--- src/core/asr_pkg.sv ---
// Shared constants and types for the asynchronous serial receiver
package asr_pkg;

  // ----------------------------------------------------------------
  // Widths and depths
  // ----------------------------------------------------------------
  localparam int DATA_W = 8;
  localparam int SHIFT_W = 9;
  localparam int ENTRY_W = 10;
  localparam int FIFO_DEPTH = 2;
  localparam int DIV_W = 16;
  localparam int DIV_LOW_W = 8;
  localparam int PERIOD_W = 23;
  localparam int BITCNT_W = 4;
  localparam int VOTE_TAPS = 3;

  // ----------------------------------------------------------------
  // Field positions inside a buffered character
  // ----------------------------------------------------------------
  localparam int ENTRY_DATA_LSB = 0;
  localparam int ENTRY_NINTH = 8;
  localparam int ENTRY_FERR = 9;
  localparam int SHIFT_NINTH = 8;

  // ----------------------------------------------------------------
  // Bit timing
  // ----------------------------------------------------------------
  // Oversampling at sixteen times the bit rate: one tick is period >> 4
  localparam int OVERSAMPLE_SHIFT = 4;
  // Bit period = (divisor + 1) << shift, per speed and divisor mode
  localparam logic [2:0] SHIFT_LOW_NARROW = 3'h6;
  localparam logic [2:0] SHIFT_LOW_WIDE = 3'h4;
  localparam logic [2:0] SHIFT_HIGH_NARROW = 3'h4;
  localparam logic [2:0] SHIFT_HIGH_WIDE = 3'h2;
  localparam logic [BITCNT_W-1:0] BITS_NARROW = 4'h8;
  localparam logic [BITCNT_W-1:0] BITS_WIDE = 4'h9;

  // ----------------------------------------------------------------
  // Reset values
  // ----------------------------------------------------------------
  localparam logic RX_IDLE_LEVEL = 1'b1;
  localparam logic [PERIOD_W-1:0] CNT_RESET = 23'h000000;
  localparam logic [BITCNT_W-1:0] BITS_RESET = 4'h0;
  localparam logic [SHIFT_W-1:0] SHIFT_RESET = 9'h000;
  localparam logic [VOTE_TAPS-1:0] VOTES_RESET = 3'h7;

  // ----------------------------------------------------------------
  // Receiver states
  // ----------------------------------------------------------------
  typedef enum logic [1:0] {
    ASR_IDLE,
    ASR_START,
    ASR_DATA,
    ASR_STOP
  } asr_state_e;

endpackage : asr_pkg

--- src/core/asr_rx.sv ---
// Asynchronous serial receiver: bit recovery, framing, buffering and flags

// Overview of operation
// [RULE1] A falling edge on the line starts a character; start bit is zero.
// [RULE2] Half a bit after the edge, the line must still be low.
// [RULE3] A high mid-start sample drops the character silently, back to hunting.
// [RULE4] Then each bit centre a full bit apart, majority voted, shifted in.
// [RULE5] One more bit later sample stop; zero sets framing error, one clears.
// [RULE6] Completed character moves into the buffer and raises the receive flag.
// [RULE7] Reading the data register returns and removes the oldest character.
// [RULE8] After an overrun no further characters are taken until it clears.
// [RULE9] Receive flag is high exactly while enabled and the buffer holds data.
// [RULE10] Receive flag is read-only and follows only occupancy and enable.
// [RULE11] Interrupt needs the flag plus receive, peripheral and global enables.
// [RULE12] Interrupt enables mask only the interrupt, never the flag.
// [RULE13] Nine-bit option captures nine bits; ninth and errors shown as status.
// [RULE14] Clearing continuous receive enable clears the overrun flag.
// [RULE15] Nine-bit address detect keeps only characters whose ninth bit is one.
// [RULE16] In address-detect mode every buffered ninth bit reads as one.
// [RULE17] Address detect off again accepts every character whatever its ninth bit.
// [RULE18] Software sets port enable, continuous receive, and keeps sync clear.
// [RULE19] Software programs divisor and speed selects before enabling reception.
// [RULE20] Data register read gives the eight low data bits of the oldest.
// [RULE21] Bit recovery oversamples at sixteen times the bit rate.
// [RULE22] Buffer holds two characters while a third is shifted in.
// [RULE23] Continuous receive enable turns the receiver on; clearing stops it.
// [RULE24] Low-speed narrow divisor: bit period is 64 times divisor plus one.
// [RULE25] Character completing into a full buffer sets overrun and is dropped.
module asr_rx (
  // Clock and reset
  input wire logic clk,
  input wire logic rst_n,
  input wire logic clk_en,
  // Serial line
  input wire logic rx_pin,
  // Receiver control
  input wire logic serial_port_enable,
  input wire logic continuous_receive_enable,
  input wire logic sync_mode_select,
  input wire logic ninth_bit_enable,
  input wire logic address_detect_enable,
  // Baud configuration
  input wire logic high_speed_select,
  input wire logic wide_divisor_select,
  input wire logic [7:0] baud_divisor_high,
  input wire logic [7:0] baud_divisor_low,
  // Interrupt enables
  input wire logic receive_irq_enable,
  input wire logic peripheral_irq_gate,
  input wire logic global_irq_gate,
  // Data register access
  input wire logic data_read,
  output logic [asr_pkg::DATA_W-1:0] receive_data,
  // Status
  output logic receive_ninth_bit,
  output logic framing_error,
  output logic overrun_error_flag,
  output logic receive_char_flag,
  output logic receive_irq
);

  // ----------------------------------------------------------------
  // Functions
  // ----------------------------------------------------------------
  function automatic logic maj3(input logic [asr_pkg::VOTE_TAPS-1:0] v);
    maj3 = (v[0] & v[1]) | (v[0] & v[2]) | (v[1] & v[2]);
  endfunction : maj3

  function automatic logic [2:0] period_shift(input logic hs, input logic wide);
    unique case ({hs, wide})
      2'b00: period_shift = asr_pkg::SHIFT_LOW_NARROW;
      2'b01: period_shift = asr_pkg::SHIFT_LOW_WIDE;
      2'b10: period_shift = asr_pkg::SHIFT_HIGH_NARROW;
      2'b11: period_shift = asr_pkg::SHIFT_HIGH_WIDE;
    endcase
  endfunction : period_shift

  // ----------------------------------------------------------------
  // Declarations
  // ----------------------------------------------------------------
  logic rx_meta_reg, rx_meta_next;
  logic rx_sync_reg, rx_sync_next;
  logic rx_prev_reg, rx_prev_next;
  asr_pkg::asr_state_e state_reg, state_next;
  logic [asr_pkg::PERIOD_W-1:0] cnt_reg, cnt_next;
  logic [asr_pkg::BITCNT_W-1:0] bits_reg, bits_next;
  logic [asr_pkg::SHIFT_W-1:0] receive_shift_register, receive_shift_next;
  logic [asr_pkg::VOTE_TAPS-1:0] votes_reg, votes_next;
  logic overrun_reg, overrun_next;

  logic rx_enabled;
  logic falling_edge;
  logic [asr_pkg::DIV_W-1:0] baud_divisor_value;
  logic [asr_pkg::PERIOD_W-1:0] bit_period;
  logic [asr_pkg::PERIOD_W-1:0] bit_last;
  logic [asr_pkg::PERIOD_W-1:0] half_last;
  logic [asr_pkg::PERIOD_W-1:0] tick;
  logic [asr_pkg::VOTE_TAPS-1:0] tap_hit;
  logic bit_value;
  logic [asr_pkg::BITCNT_W-1:0] bits_needed;
  logic [asr_pkg::DATA_W-1:0] char_data;
  logic char_ninth;
  logic char_accept;

  logic fifo_in_valid;
  logic fifo_in_ready;
  logic [asr_pkg::ENTRY_W-1:0] fifo_in_data;
  logic fifo_out_valid;
  logic [asr_pkg::ENTRY_W-1:0] fifo_out_data;

  // ----------------------------------------------------------------
  // Enable and line edge
  // ----------------------------------------------------------------
  // Enable needs port enable and continuous receive, async mode only
  assign rx_enabled = serial_port_enable && continuous_receive_enable && !sync_mode_select;
  // Edge detect on start
  assign falling_edge = rx_prev_reg && !rx_sync_reg;

  // Two-stage synchroniser plus one history stage for the edge detector
  always_comb begin
    rx_meta_next = rx_pin;
    rx_sync_next = rx_meta_reg;
    rx_prev_next = rx_sync_reg;
  end

  always_ff @(posedge clk) begin
    if (!rst_n) begin
      rx_meta_reg <= asr_pkg::RX_IDLE_LEVEL;
      rx_sync_reg <= asr_pkg::RX_IDLE_LEVEL;
      rx_prev_reg <= asr_pkg::RX_IDLE_LEVEL;
    end else if (clk_en) begin
      rx_meta_reg <= rx_meta_next;
      rx_sync_reg <= rx_sync_next;
      rx_prev_reg <= rx_prev_next;
    end
  end

  // ----------------------------------------------------------------
  // Bit timing
  // ----------------------------------------------------------------
  assign baud_divisor_value = wide_divisor_select ?
                              {baud_divisor_high, baud_divisor_low} :
                              {{(asr_pkg::DIV_W - asr_pkg::DIV_LOW_W){1'b0}}, baud_divisor_low};
  // Period scaling by speed mode
  assign bit_period = (asr_pkg::PERIOD_W'(baud_divisor_value) + asr_pkg::PERIOD_W'(1))
                      << period_shift(high_speed_select, wide_divisor_select);
  assign bit_last = asr_pkg::PERIOD_W'(bit_period - asr_pkg::PERIOD_W'(1));
  assign half_last = asr_pkg::PERIOD_W'((bit_period >> 1) - asr_pkg::PERIOD_W'(1));
  // Oversample tick spacing
  assign tick = bit_period >> asr_pkg::OVERSAMPLE_SHIFT;

  // Vote taps sit at the centre and one and two ticks before it, so the
  // decision lands on the centre without reaching into the next bit.
  // At the fastest setting the tick is below one clock and all taps merge.
  genvar k;
  generate
    for (k = 0; k < asr_pkg::VOTE_TAPS; k++) begin : g_tap
      assign tap_hit[k] = (cnt_reg == asr_pkg::PERIOD_W'(bit_last
                           - asr_pkg::PERIOD_W'(asr_pkg::PERIOD_W'(k) * tick)));
    end
  endgenerate

  // ----------------------------------------------------------------
  // Character assembly
  // ----------------------------------------------------------------
  assign bits_needed = ninth_bit_enable ? asr_pkg::BITS_WIDE : asr_pkg::BITS_NARROW;
  // Nine-bit capture
  assign char_ninth = ninth_bit_enable && receive_shift_register[asr_pkg::SHIFT_NINTH];
  assign char_data = ninth_bit_enable ?
                     receive_shift_register[asr_pkg::DATA_W-1:0] :
                     receive_shift_register[asr_pkg::SHIFT_W-1:1];
  // Address filter
  assign char_accept = !(ninth_bit_enable && address_detect_enable && !char_ninth);

  // ----------------------------------------------------------------
  // Receive state machine
  // ----------------------------------------------------------------
  always_comb begin
    state_next = state_reg;
    cnt_next = asr_pkg::PERIOD_W'(cnt_reg + asr_pkg::PERIOD_W'(1));
    bits_next = bits_reg;
    receive_shift_next = receive_shift_register;
    votes_next = votes_reg;
    overrun_next = overrun_reg;
    fifo_in_valid = 1'b0;
    fifo_in_data = '0;
    bit_value = 1'b1;

    for (int i = 0; i < asr_pkg::VOTE_TAPS; i++) begin
      if (tap_hit[i]) begin
        votes_next[i] = rx_sync_reg;
      end
    end
    bit_value = maj3(votes_next);

    unique case (state_reg)
      asr_pkg::ASR_IDLE: begin
        cnt_next = asr_pkg::CNT_RESET;
        // [RULE1] Hunt for edge
        // [RULE8] Overrun blocks start
        if (falling_edge && !overrun_reg) begin
          state_next = asr_pkg::ASR_START;
          cnt_next = asr_pkg::PERIOD_W'(1);
        end
      end
      asr_pkg::ASR_START: begin
        // [RULE2] Mid-start check
        if (cnt_reg == half_last) begin
          cnt_next = asr_pkg::CNT_RESET;
          bits_next = asr_pkg::BITS_RESET;
          if (rx_sync_reg) begin
            // [RULE3] Silent abort
            state_next = asr_pkg::ASR_IDLE;
          end else begin
            state_next = asr_pkg::ASR_DATA;
          end
        end
      end
      asr_pkg::ASR_DATA: begin
        // [RULE4] Vote and shift
        // [RULE21] Oversampled bit centres
        if (cnt_reg == bit_last) begin
          cnt_next = asr_pkg::CNT_RESET;
          receive_shift_next = {bit_value, receive_shift_register[asr_pkg::SHIFT_W-1:1]};
          bits_next = asr_pkg::BITCNT_W'(bits_reg + 1'b1);
          if (asr_pkg::BITCNT_W'(bits_reg + 1'b1) == bits_needed) begin
            state_next = asr_pkg::ASR_STOP;
          end
        end
      end
      asr_pkg::ASR_STOP: begin
        if (cnt_reg == bit_last) begin
          cnt_next = asr_pkg::CNT_RESET;
          state_next = asr_pkg::ASR_IDLE;
          // [RULE5] Stop framing check
          fifo_in_data[asr_pkg::ENTRY_FERR] = !bit_value;
          // [RULE16] Ninth bit kept
          fifo_in_data[asr_pkg::ENTRY_NINTH] = char_ninth;
          fifo_in_data[asr_pkg::ENTRY_DATA_LSB +: asr_pkg::DATA_W] = char_data;
          // [RULE15] Address filter
          // [RULE17] Filter released
          if (char_accept) begin
            // [RULE6] Push to buffer
            fifo_in_valid = fifo_in_ready;
            // [RULE25] Full buffer overruns
            if (!fifo_in_ready) begin
              overrun_next = 1'b1;
            end
          end
        end
      end
    endcase

    // [RULE23] Receiver enable gate
    if (!rx_enabled) begin
      state_next = asr_pkg::ASR_IDLE;
      cnt_next = asr_pkg::CNT_RESET;
      fifo_in_valid = 1'b0;
    end
    // [RULE14] Overrun clear
    if (!continuous_receive_enable) begin
      overrun_next = 1'b0;
    end
  end

  always_ff @(posedge clk) begin
    if (!rst_n) begin
      state_reg <= asr_pkg::ASR_IDLE;
      cnt_reg <= asr_pkg::CNT_RESET;
      bits_reg <= asr_pkg::BITS_RESET;
      receive_shift_register <= asr_pkg::SHIFT_RESET;
      votes_reg <= asr_pkg::VOTES_RESET;
      overrun_reg <= 1'b0;
    end else if (clk_en) begin
      state_reg <= state_next;
      cnt_reg <= cnt_next;
      bits_reg <= bits_next;
      receive_shift_register <= receive_shift_next;
      votes_reg <= votes_next;
      overrun_reg <= overrun_next;
    end
  end

  // ----------------------------------------------------------------
  // Receive buffer
  // ----------------------------------------------------------------
  // [RULE22] Two-entry buffer
  // [RULE7] Read pops oldest
  asr_fifo #(
    .WIDTH(asr_pkg::ENTRY_W),
    .DEPTH(asr_pkg::FIFO_DEPTH)
  ) u_fifo (
    .clk(clk),
    .rst_n(rst_n),
    .clk_en(clk_en),
    .in_valid(fifo_in_valid),
    .in_ready(fifo_in_ready),
    .in_data(fifo_in_data),
    .out_valid(fifo_out_valid),
    .out_ready(data_read),
    .out_data(fifo_out_data)
  );

  // ----------------------------------------------------------------
  // Data and status outputs
  // ----------------------------------------------------------------
  // [RULE20] Low eight bits
  assign receive_data = fifo_out_data[asr_pkg::ENTRY_DATA_LSB +: asr_pkg::DATA_W];
  // [RULE13] Ninth bit and errors
  assign receive_ninth_bit = fifo_out_data[asr_pkg::ENTRY_NINTH];
  assign framing_error = fifo_out_data[asr_pkg::ENTRY_FERR];
  assign overrun_error_flag = overrun_reg;

  // ----------------------------------------------------------------
  // Flag and interrupt
  // ----------------------------------------------------------------
  // [RULE9] Flag from occupancy
  // [RULE10] No software write path
  // [RULE12] Flag ignores enables
  assign receive_char_flag = rx_enabled && fifo_out_valid;
  // [RULE11] Three-way gate
  assign receive_irq = receive_char_flag && receive_irq_enable
                       && peripheral_irq_gate && global_irq_gate;

endmodule : asr_rx

--- src/core/asr_fifo.sv ---
// Two-entry receive buffer with valid and ready on both sides
module asr_fifo #(
  parameter int WIDTH = asr_pkg::ENTRY_W,
  parameter int DEPTH = asr_pkg::FIFO_DEPTH
) (
  // Clock, reset, enable
  input wire logic clk,
  input wire logic rst_n,
  input wire logic clk_en,
  // Fill side
  input wire logic in_valid,
  output logic in_ready,
  input wire logic [WIDTH-1:0] in_data,
  // Drain side
  output logic out_valid,
  input wire logic out_ready,
  output logic [WIDTH-1:0] out_data
);

  localparam int PTR_W = (DEPTH > 1) ? $clog2(DEPTH) : 1;
  localparam int CNT_W = $clog2(DEPTH + 1);
  localparam logic [CNT_W-1:0] FULL_CNT = CNT_W'(DEPTH);
  localparam logic [PTR_W-1:0] LAST_PTR = PTR_W'(DEPTH - 1);

  logic [WIDTH-1:0] mem_reg [DEPTH];
  logic [WIDTH-1:0] mem_next [DEPTH];
  logic [PTR_W-1:0] wr_ptr_reg, wr_ptr_next;
  logic [PTR_W-1:0] rd_ptr_reg, rd_ptr_next;
  logic [CNT_W-1:0] count_reg, count_next;
  logic do_push;
  logic do_pop;

  assign in_ready = (count_reg != FULL_CNT);
  assign out_valid = (count_reg != '0);
  assign out_data = mem_reg[rd_ptr_reg];
  assign do_push = in_valid && in_ready;
  assign do_pop = out_ready && out_valid;

  // ----------------------------------------------------------------
  // Next state
  // ----------------------------------------------------------------
  always_comb begin
    mem_next = mem_reg;
    wr_ptr_next = wr_ptr_reg;
    rd_ptr_next = rd_ptr_reg;
    count_next = count_reg;
    if (do_push) begin
      mem_next[wr_ptr_reg] = in_data;
      wr_ptr_next = (wr_ptr_reg == LAST_PTR) ? '0 : PTR_W'(wr_ptr_reg + 1'b1);
    end
    if (do_pop) begin
      rd_ptr_next = (rd_ptr_reg == LAST_PTR) ? '0 : PTR_W'(rd_ptr_reg + 1'b1);
    end
    if (do_push && !do_pop) begin
      count_next = CNT_W'(count_reg + 1'b1);
    end else if (do_pop && !do_push) begin
      count_next = CNT_W'(count_reg - 1'b1);
    end
  end

  always_ff @(posedge clk) begin
    if (!rst_n) begin
      for (int i = 0; i < DEPTH; i++) begin
        mem_reg[i] <= '0;
      end
      wr_ptr_reg <= '0;
      rd_ptr_reg <= '0;
      count_reg <= '0;
    end else if (clk_en) begin
      mem_reg <= mem_next;
      wr_ptr_reg <= wr_ptr_next;
      rd_ptr_reg <= rd_ptr_next;
      count_reg <= count_next;
    end
  end

endmodule : asr_fifo

--- config.mk ---
export PLATFORM = sky130hd
export DESIGN_NAME = asr_rx
export DESIGN_NICKNAME = d
export VERILOG_FILES = /design/src/core/asr_pkg.sv /design/src/core/asr_rx.sv /design/src/core/asr_fifo.sv
export SDC_FILE = /design/constraint.sdc
export NUM_CORES = 1
export LEC_CHECK = 0
export BUFFER_PORTS_ARGS = -buffer_cell sky130_fd_sc_hd__buf_2
export CORE_MARGIN = 8
export CORE_UTILIZATION = 36
export DETAILED_ROUTE_END_ITERATION = 8
export MAX_ROUTING_LAYER = met4
export PLACE_DENSITY = 0.56
export SYNTH_ARGS = -nofsm -noshare
export SYNTH_HDL_FRONTEND = slang
export SYNTH_SLANG_ARGS = --single-unit
--- constraint.sdc ---
create_clock -name clk -period 8.5 [get_ports clk]
set_input_delay 0.85 -clock clk [delete_from_list [all_inputs] [get_ports clk]]
set_output_delay 0.85 -clock clk [all_outputs]
set_load 0.02 [all_outputs]
==> impl_metrics.csv <==
group,metric,value,unit
pwr,internal_power,902,uW
timing,finalSetupViolCount,0,
critical_path,critical_path_class,"in -> reg",
pwr,switching_share,41.7,%
synthesis,synth_cell_types,89,
floorplanning,io-pin-count,44,
critical_path,critPathMaxFanout,19,
finish,final_common_cell,"nand2_1",
pwr,pwr-share-comb,54.1,%
drt,ant_nets,0,
clocking,post-cts-setup-buffers,0,
timing,setup_tns,0,ns
synthesis,yosysTopAreaCell,"dfxtp_1",
synthesis,ys.flop_type,"dfxtp_1",
finish,layout_common_cells,"115 x nand2_1, 104 x xnor2_1, 79 x nor2_1",
drt,dr.pass1.iters,6,
timing,finalCritPeriodShare,92.5,%
global_routing,grt_overflow,0,
hold_path,hp-class,"reg -> reg",
timing,tightestPinTransition,1.04,ns
timing,setup_ws,0.641,ns
global_routing,antenna_found_initial,0,
clocking,clk_pin_slew_worst_paths,0.06,ns
clocking,cts_tree,"built",
drt,drt-total-wl,29.4,mm
global_routing,grt_pass1_vias,8978,
drt,drtIter0Drc,769,
floorplanning,start_util,36.4,%
critical_path,crit_path_top_delay_cell,"ha_1",
outcome,status,"completed",
critical_path,start_kind,"input pin",
drt,drt-met1-wl,13.6,mm
drt,met3_length,1.59,mm
timing,rsz0062_at_grt,"false",
pwr,power-per-cell-area,153,nW/um^2
critical_path,arrival,8.04,ns
run,drv_cap,0,
timing,min_period,7.86,ns
synthesis,synth_nets,1343,
pwr,power_switching,645,uW
synthesis,synthCells,1275,
synthesis,ys_top_cells_by_area,"dfxtp_1 15%, xnor2_1 9.7%, ha_1 4.7%, nand2_1 4.6%, mux2i_1 3.7%",
critical_path,crit_required,8.68,ns
synthesis,postSynthAreaPerCell,7.38,sq um
critical_path,critPathMaxStageDelay,0.69,ns
timing,slew_violations,0,
global_routing,gr-usage-all-layers,19.0,%
placed_design,port_buffers,43,
floorplanning,dieWidth,178,um
timing,finalHoldViolCount,0,
clocking,htree_levels,3,
floorplanning,die_y,178,um
drt,highest_layer,"met4",
global_routing,grt_max_degree,71,
pwr,p_leak,3.66,nW
critical_path,cp-end-kind,"flop",
pwr,total_power,1.55,mW
drt,vias,9463,
critical_path,worstSetupStartpoint,"wide_divisor_select",
finish,final_nets,1340,
placed_design,hpwl,23.3,mm
finish,num-fill-cells,2709,
floorplanning,placementRows,59,
finish,final_area,10100,sq um
synthesis,synth_edf_count,0,
timing,maxSlewHeadroom,30.8,%
global_routing,grt_pass1_wl,47.4,mm
clocking,cts.sinks,69,
floorplanning,core_area,25800,sq um
critical_path,worst-r2r-cell-count,12,
drt,wl_per_cell,18.3,um
pwr,sequentialPowerShare,21.0,%
placed_design,placed_area,9840,sq um
placed_design,dp_slack,0.160,ns
finish,layout-drive-gt1-share,9.40,%
clocking,clkLatencyLatePin,0.34,ns
finish,synthToLayoutAreaGrowth,7.70,%
critical_path,crit_end,"u_fifo.mem_reg[19]$_SDFFE_PN0P_",
pwr,irDropWorstVdd,0.0994,mV
pwr,clkPwrFrac,24.8,%
synthesis,synth_area,9410,sq um
critical_path,r2r-end,"u_fifo.mem_reg[19]$_SDFFE_PN0P_",
drt,drc,0,
finish,largest_reg_flops,23,
clocking,numCtsBuffers,9,
timing,skew,0.0143,ns
critical_path,r2r-start,"cnt_reg[2]$_SDFFE_PN0P_",
critical_path,regToRegSetupSlack,3.89,ns
synthesis,async_reset_ff_share,0,%
drt,vias_per_cell,5.87,
synthesis,yosysWarningCount,0,
clocking,clockBufferDepth,2,
synthesis,synth_seq_cells,69,
synthesis,yosysSeqAreaShare,14.7,%
finish,antennaDiodeCount,0,
clocking,cts_root_buf,"clkbuf_16",
drt,met2_length,13.2,mm
placed_design,gp_congestion,0.984,
synthesis,synth_top_cell_area_share,14.7,%
floorplanning,dieArea,31600,sq um
timing,fmaxAchievable,127,MHz
[synth_stat cells (5+ instances only)]
cell type  number
nand2_1       115
xnor2_1       104
nor2_1         79
a21oi_1        69
dfxtp_1        69
o21ai_0        66
nand3_1        54
clkbuf_1       50
nor2b_1        47
nor3_1         46
ha_1           35
mux2i_1        35
inv_1          33
and3_1         32
a21boi_0       28
nor3b_1        27
xor2_1         26
nand4_1        22
nor4_1         22
a31oi_1        21
mux2_2         20
or3_1          16
a21o_1         14
and2_1         14
nand2b_1       12
o22ai_1        11
and4_1         10
buf_2          10
o211ai_1       10
or4_1          10
or2_2           9
xnor3_1         9
a211oi_1        8
o2111ai_1       8
buf_4           7
nand3b_1        7
o21a_1          7
a311oi_1        6
o31ai_1         6
a2111o_1        5
[final cells by class]
| cell class | count | area (sq um) | share of cell area [%] |
|---|---|---|---|
| clock inverters | 5 | 58.8 | 0.580 |
| well taps | 335 | 419 | 4.13 |
| clock buffers | 11 | 243 | 2.39 |
| flip-flops and latches | 69 | 1380 | 13.6 |
| inverters | 34 | 128 | 1.26 |
| multi-input cells | 1099 | 7570 | 74.7 |
| repair buffers | 59 | 335 | 3.31 |
[cell families (layout without fill, tap and decap cells)]
group	after synthesis	in the layout	share of synthesized area, %
AO/OA/AOI/OAI	316	316	22.8
XOR/XNOR	140	140	14.5
adder cells (fa/ha/maj)	41	41	5.50
buffers and inverters	107	109	4.89
flip-flops	69	69	14.7
multiplexers	55	55	6.11
AND/OR/NAND/NOR	547	547	31.5
[critical path, delay by kind of cell]
family                     cells  cell delay (ns)
and+or+nand+nor                6             1.74
adders and majority gates      2             1.14
AOI/OAI and AO/OA             13             3.59
xor gates and xnor gates       1             0.22
buffers and inverters          3             0.48
[repair_timing]
item                                    in CTS  in global routing
gates resized for setup                      0                  1
endpoints found under the setup margin       0                  3
hold buffers                                 0                  0
[worst min path at each step]
stage,from,end,slack (ns),cells past startpoint
after floorplan,u_fifo.mem_reg[12]$_SDFFE_PN0P_,u_fifo.mem_reg[12]$_SDFFE_PN0P_,0.44,2
after global placement,receive_shift_register[0]$_SDFFE_PN0P_,receive_shift_register[0]$_SDFFE_PN0P_,0.45,2
after detailed placement,rx_meta_reg$_SDFFE_PN1P_,rx_meta_reg$_SDFFE_PN1P_,0.46,2
final,u_fifo.mem_reg[16]$_SDFFE_PN0P_,u_fifo.mem_reg[16]$_SDFFE_PN0P_,0.47,2
after global routing,u_fifo.mem_reg[18]$_SDFFE_PN0P_,u_fifo.mem_reg[18]$_SDFFE_PN0P_,0.49,2
after CTS,u_fifo.mem_reg[18]$_SDFFE_PN0P_,u_fifo.mem_reg[18]$_SDFFE_PN0P_,0.47,2
[power groups by stage]
stage / combinational (mW) / sequential, mW / clock (mW)
6_report: 0.837 / 0.326 / 0.384
3_5_place_dp: 0.825 / 0.333 / 0
2_1_floorplan: 0.649 / 0.332 / 0
3_3_place_gp: 0.821 / 0.333 / 0
5_1_grt: 0.922 / 0.325 / 0.411
4_1_cts: 0.829 / 0.325 / 0.396
[metrics by stage]
step / cells / util (%) / hold WS [ns]
6_report: 1612 / 39.2 / 0.466
4_1_cts: 1612 / 39.2 / 0.470
3_3_place_gp: 1596 / 38.1 / 0.453
2_1_floorplan: 1275 / - / 0.438
3_5_place_dp: 1596 / 38.1 / 0.460
5_1_grt: 1612 / 39.2 / 0.487
[layer usage]
metal	GRT usage [%]	vias to the layer above
met5	-	-
met4	8.02	0
met3	1.98	55
met2	30.0	303
met1	24.5	4395
li1	-	4710
Power figures use the tool's default switching activity.
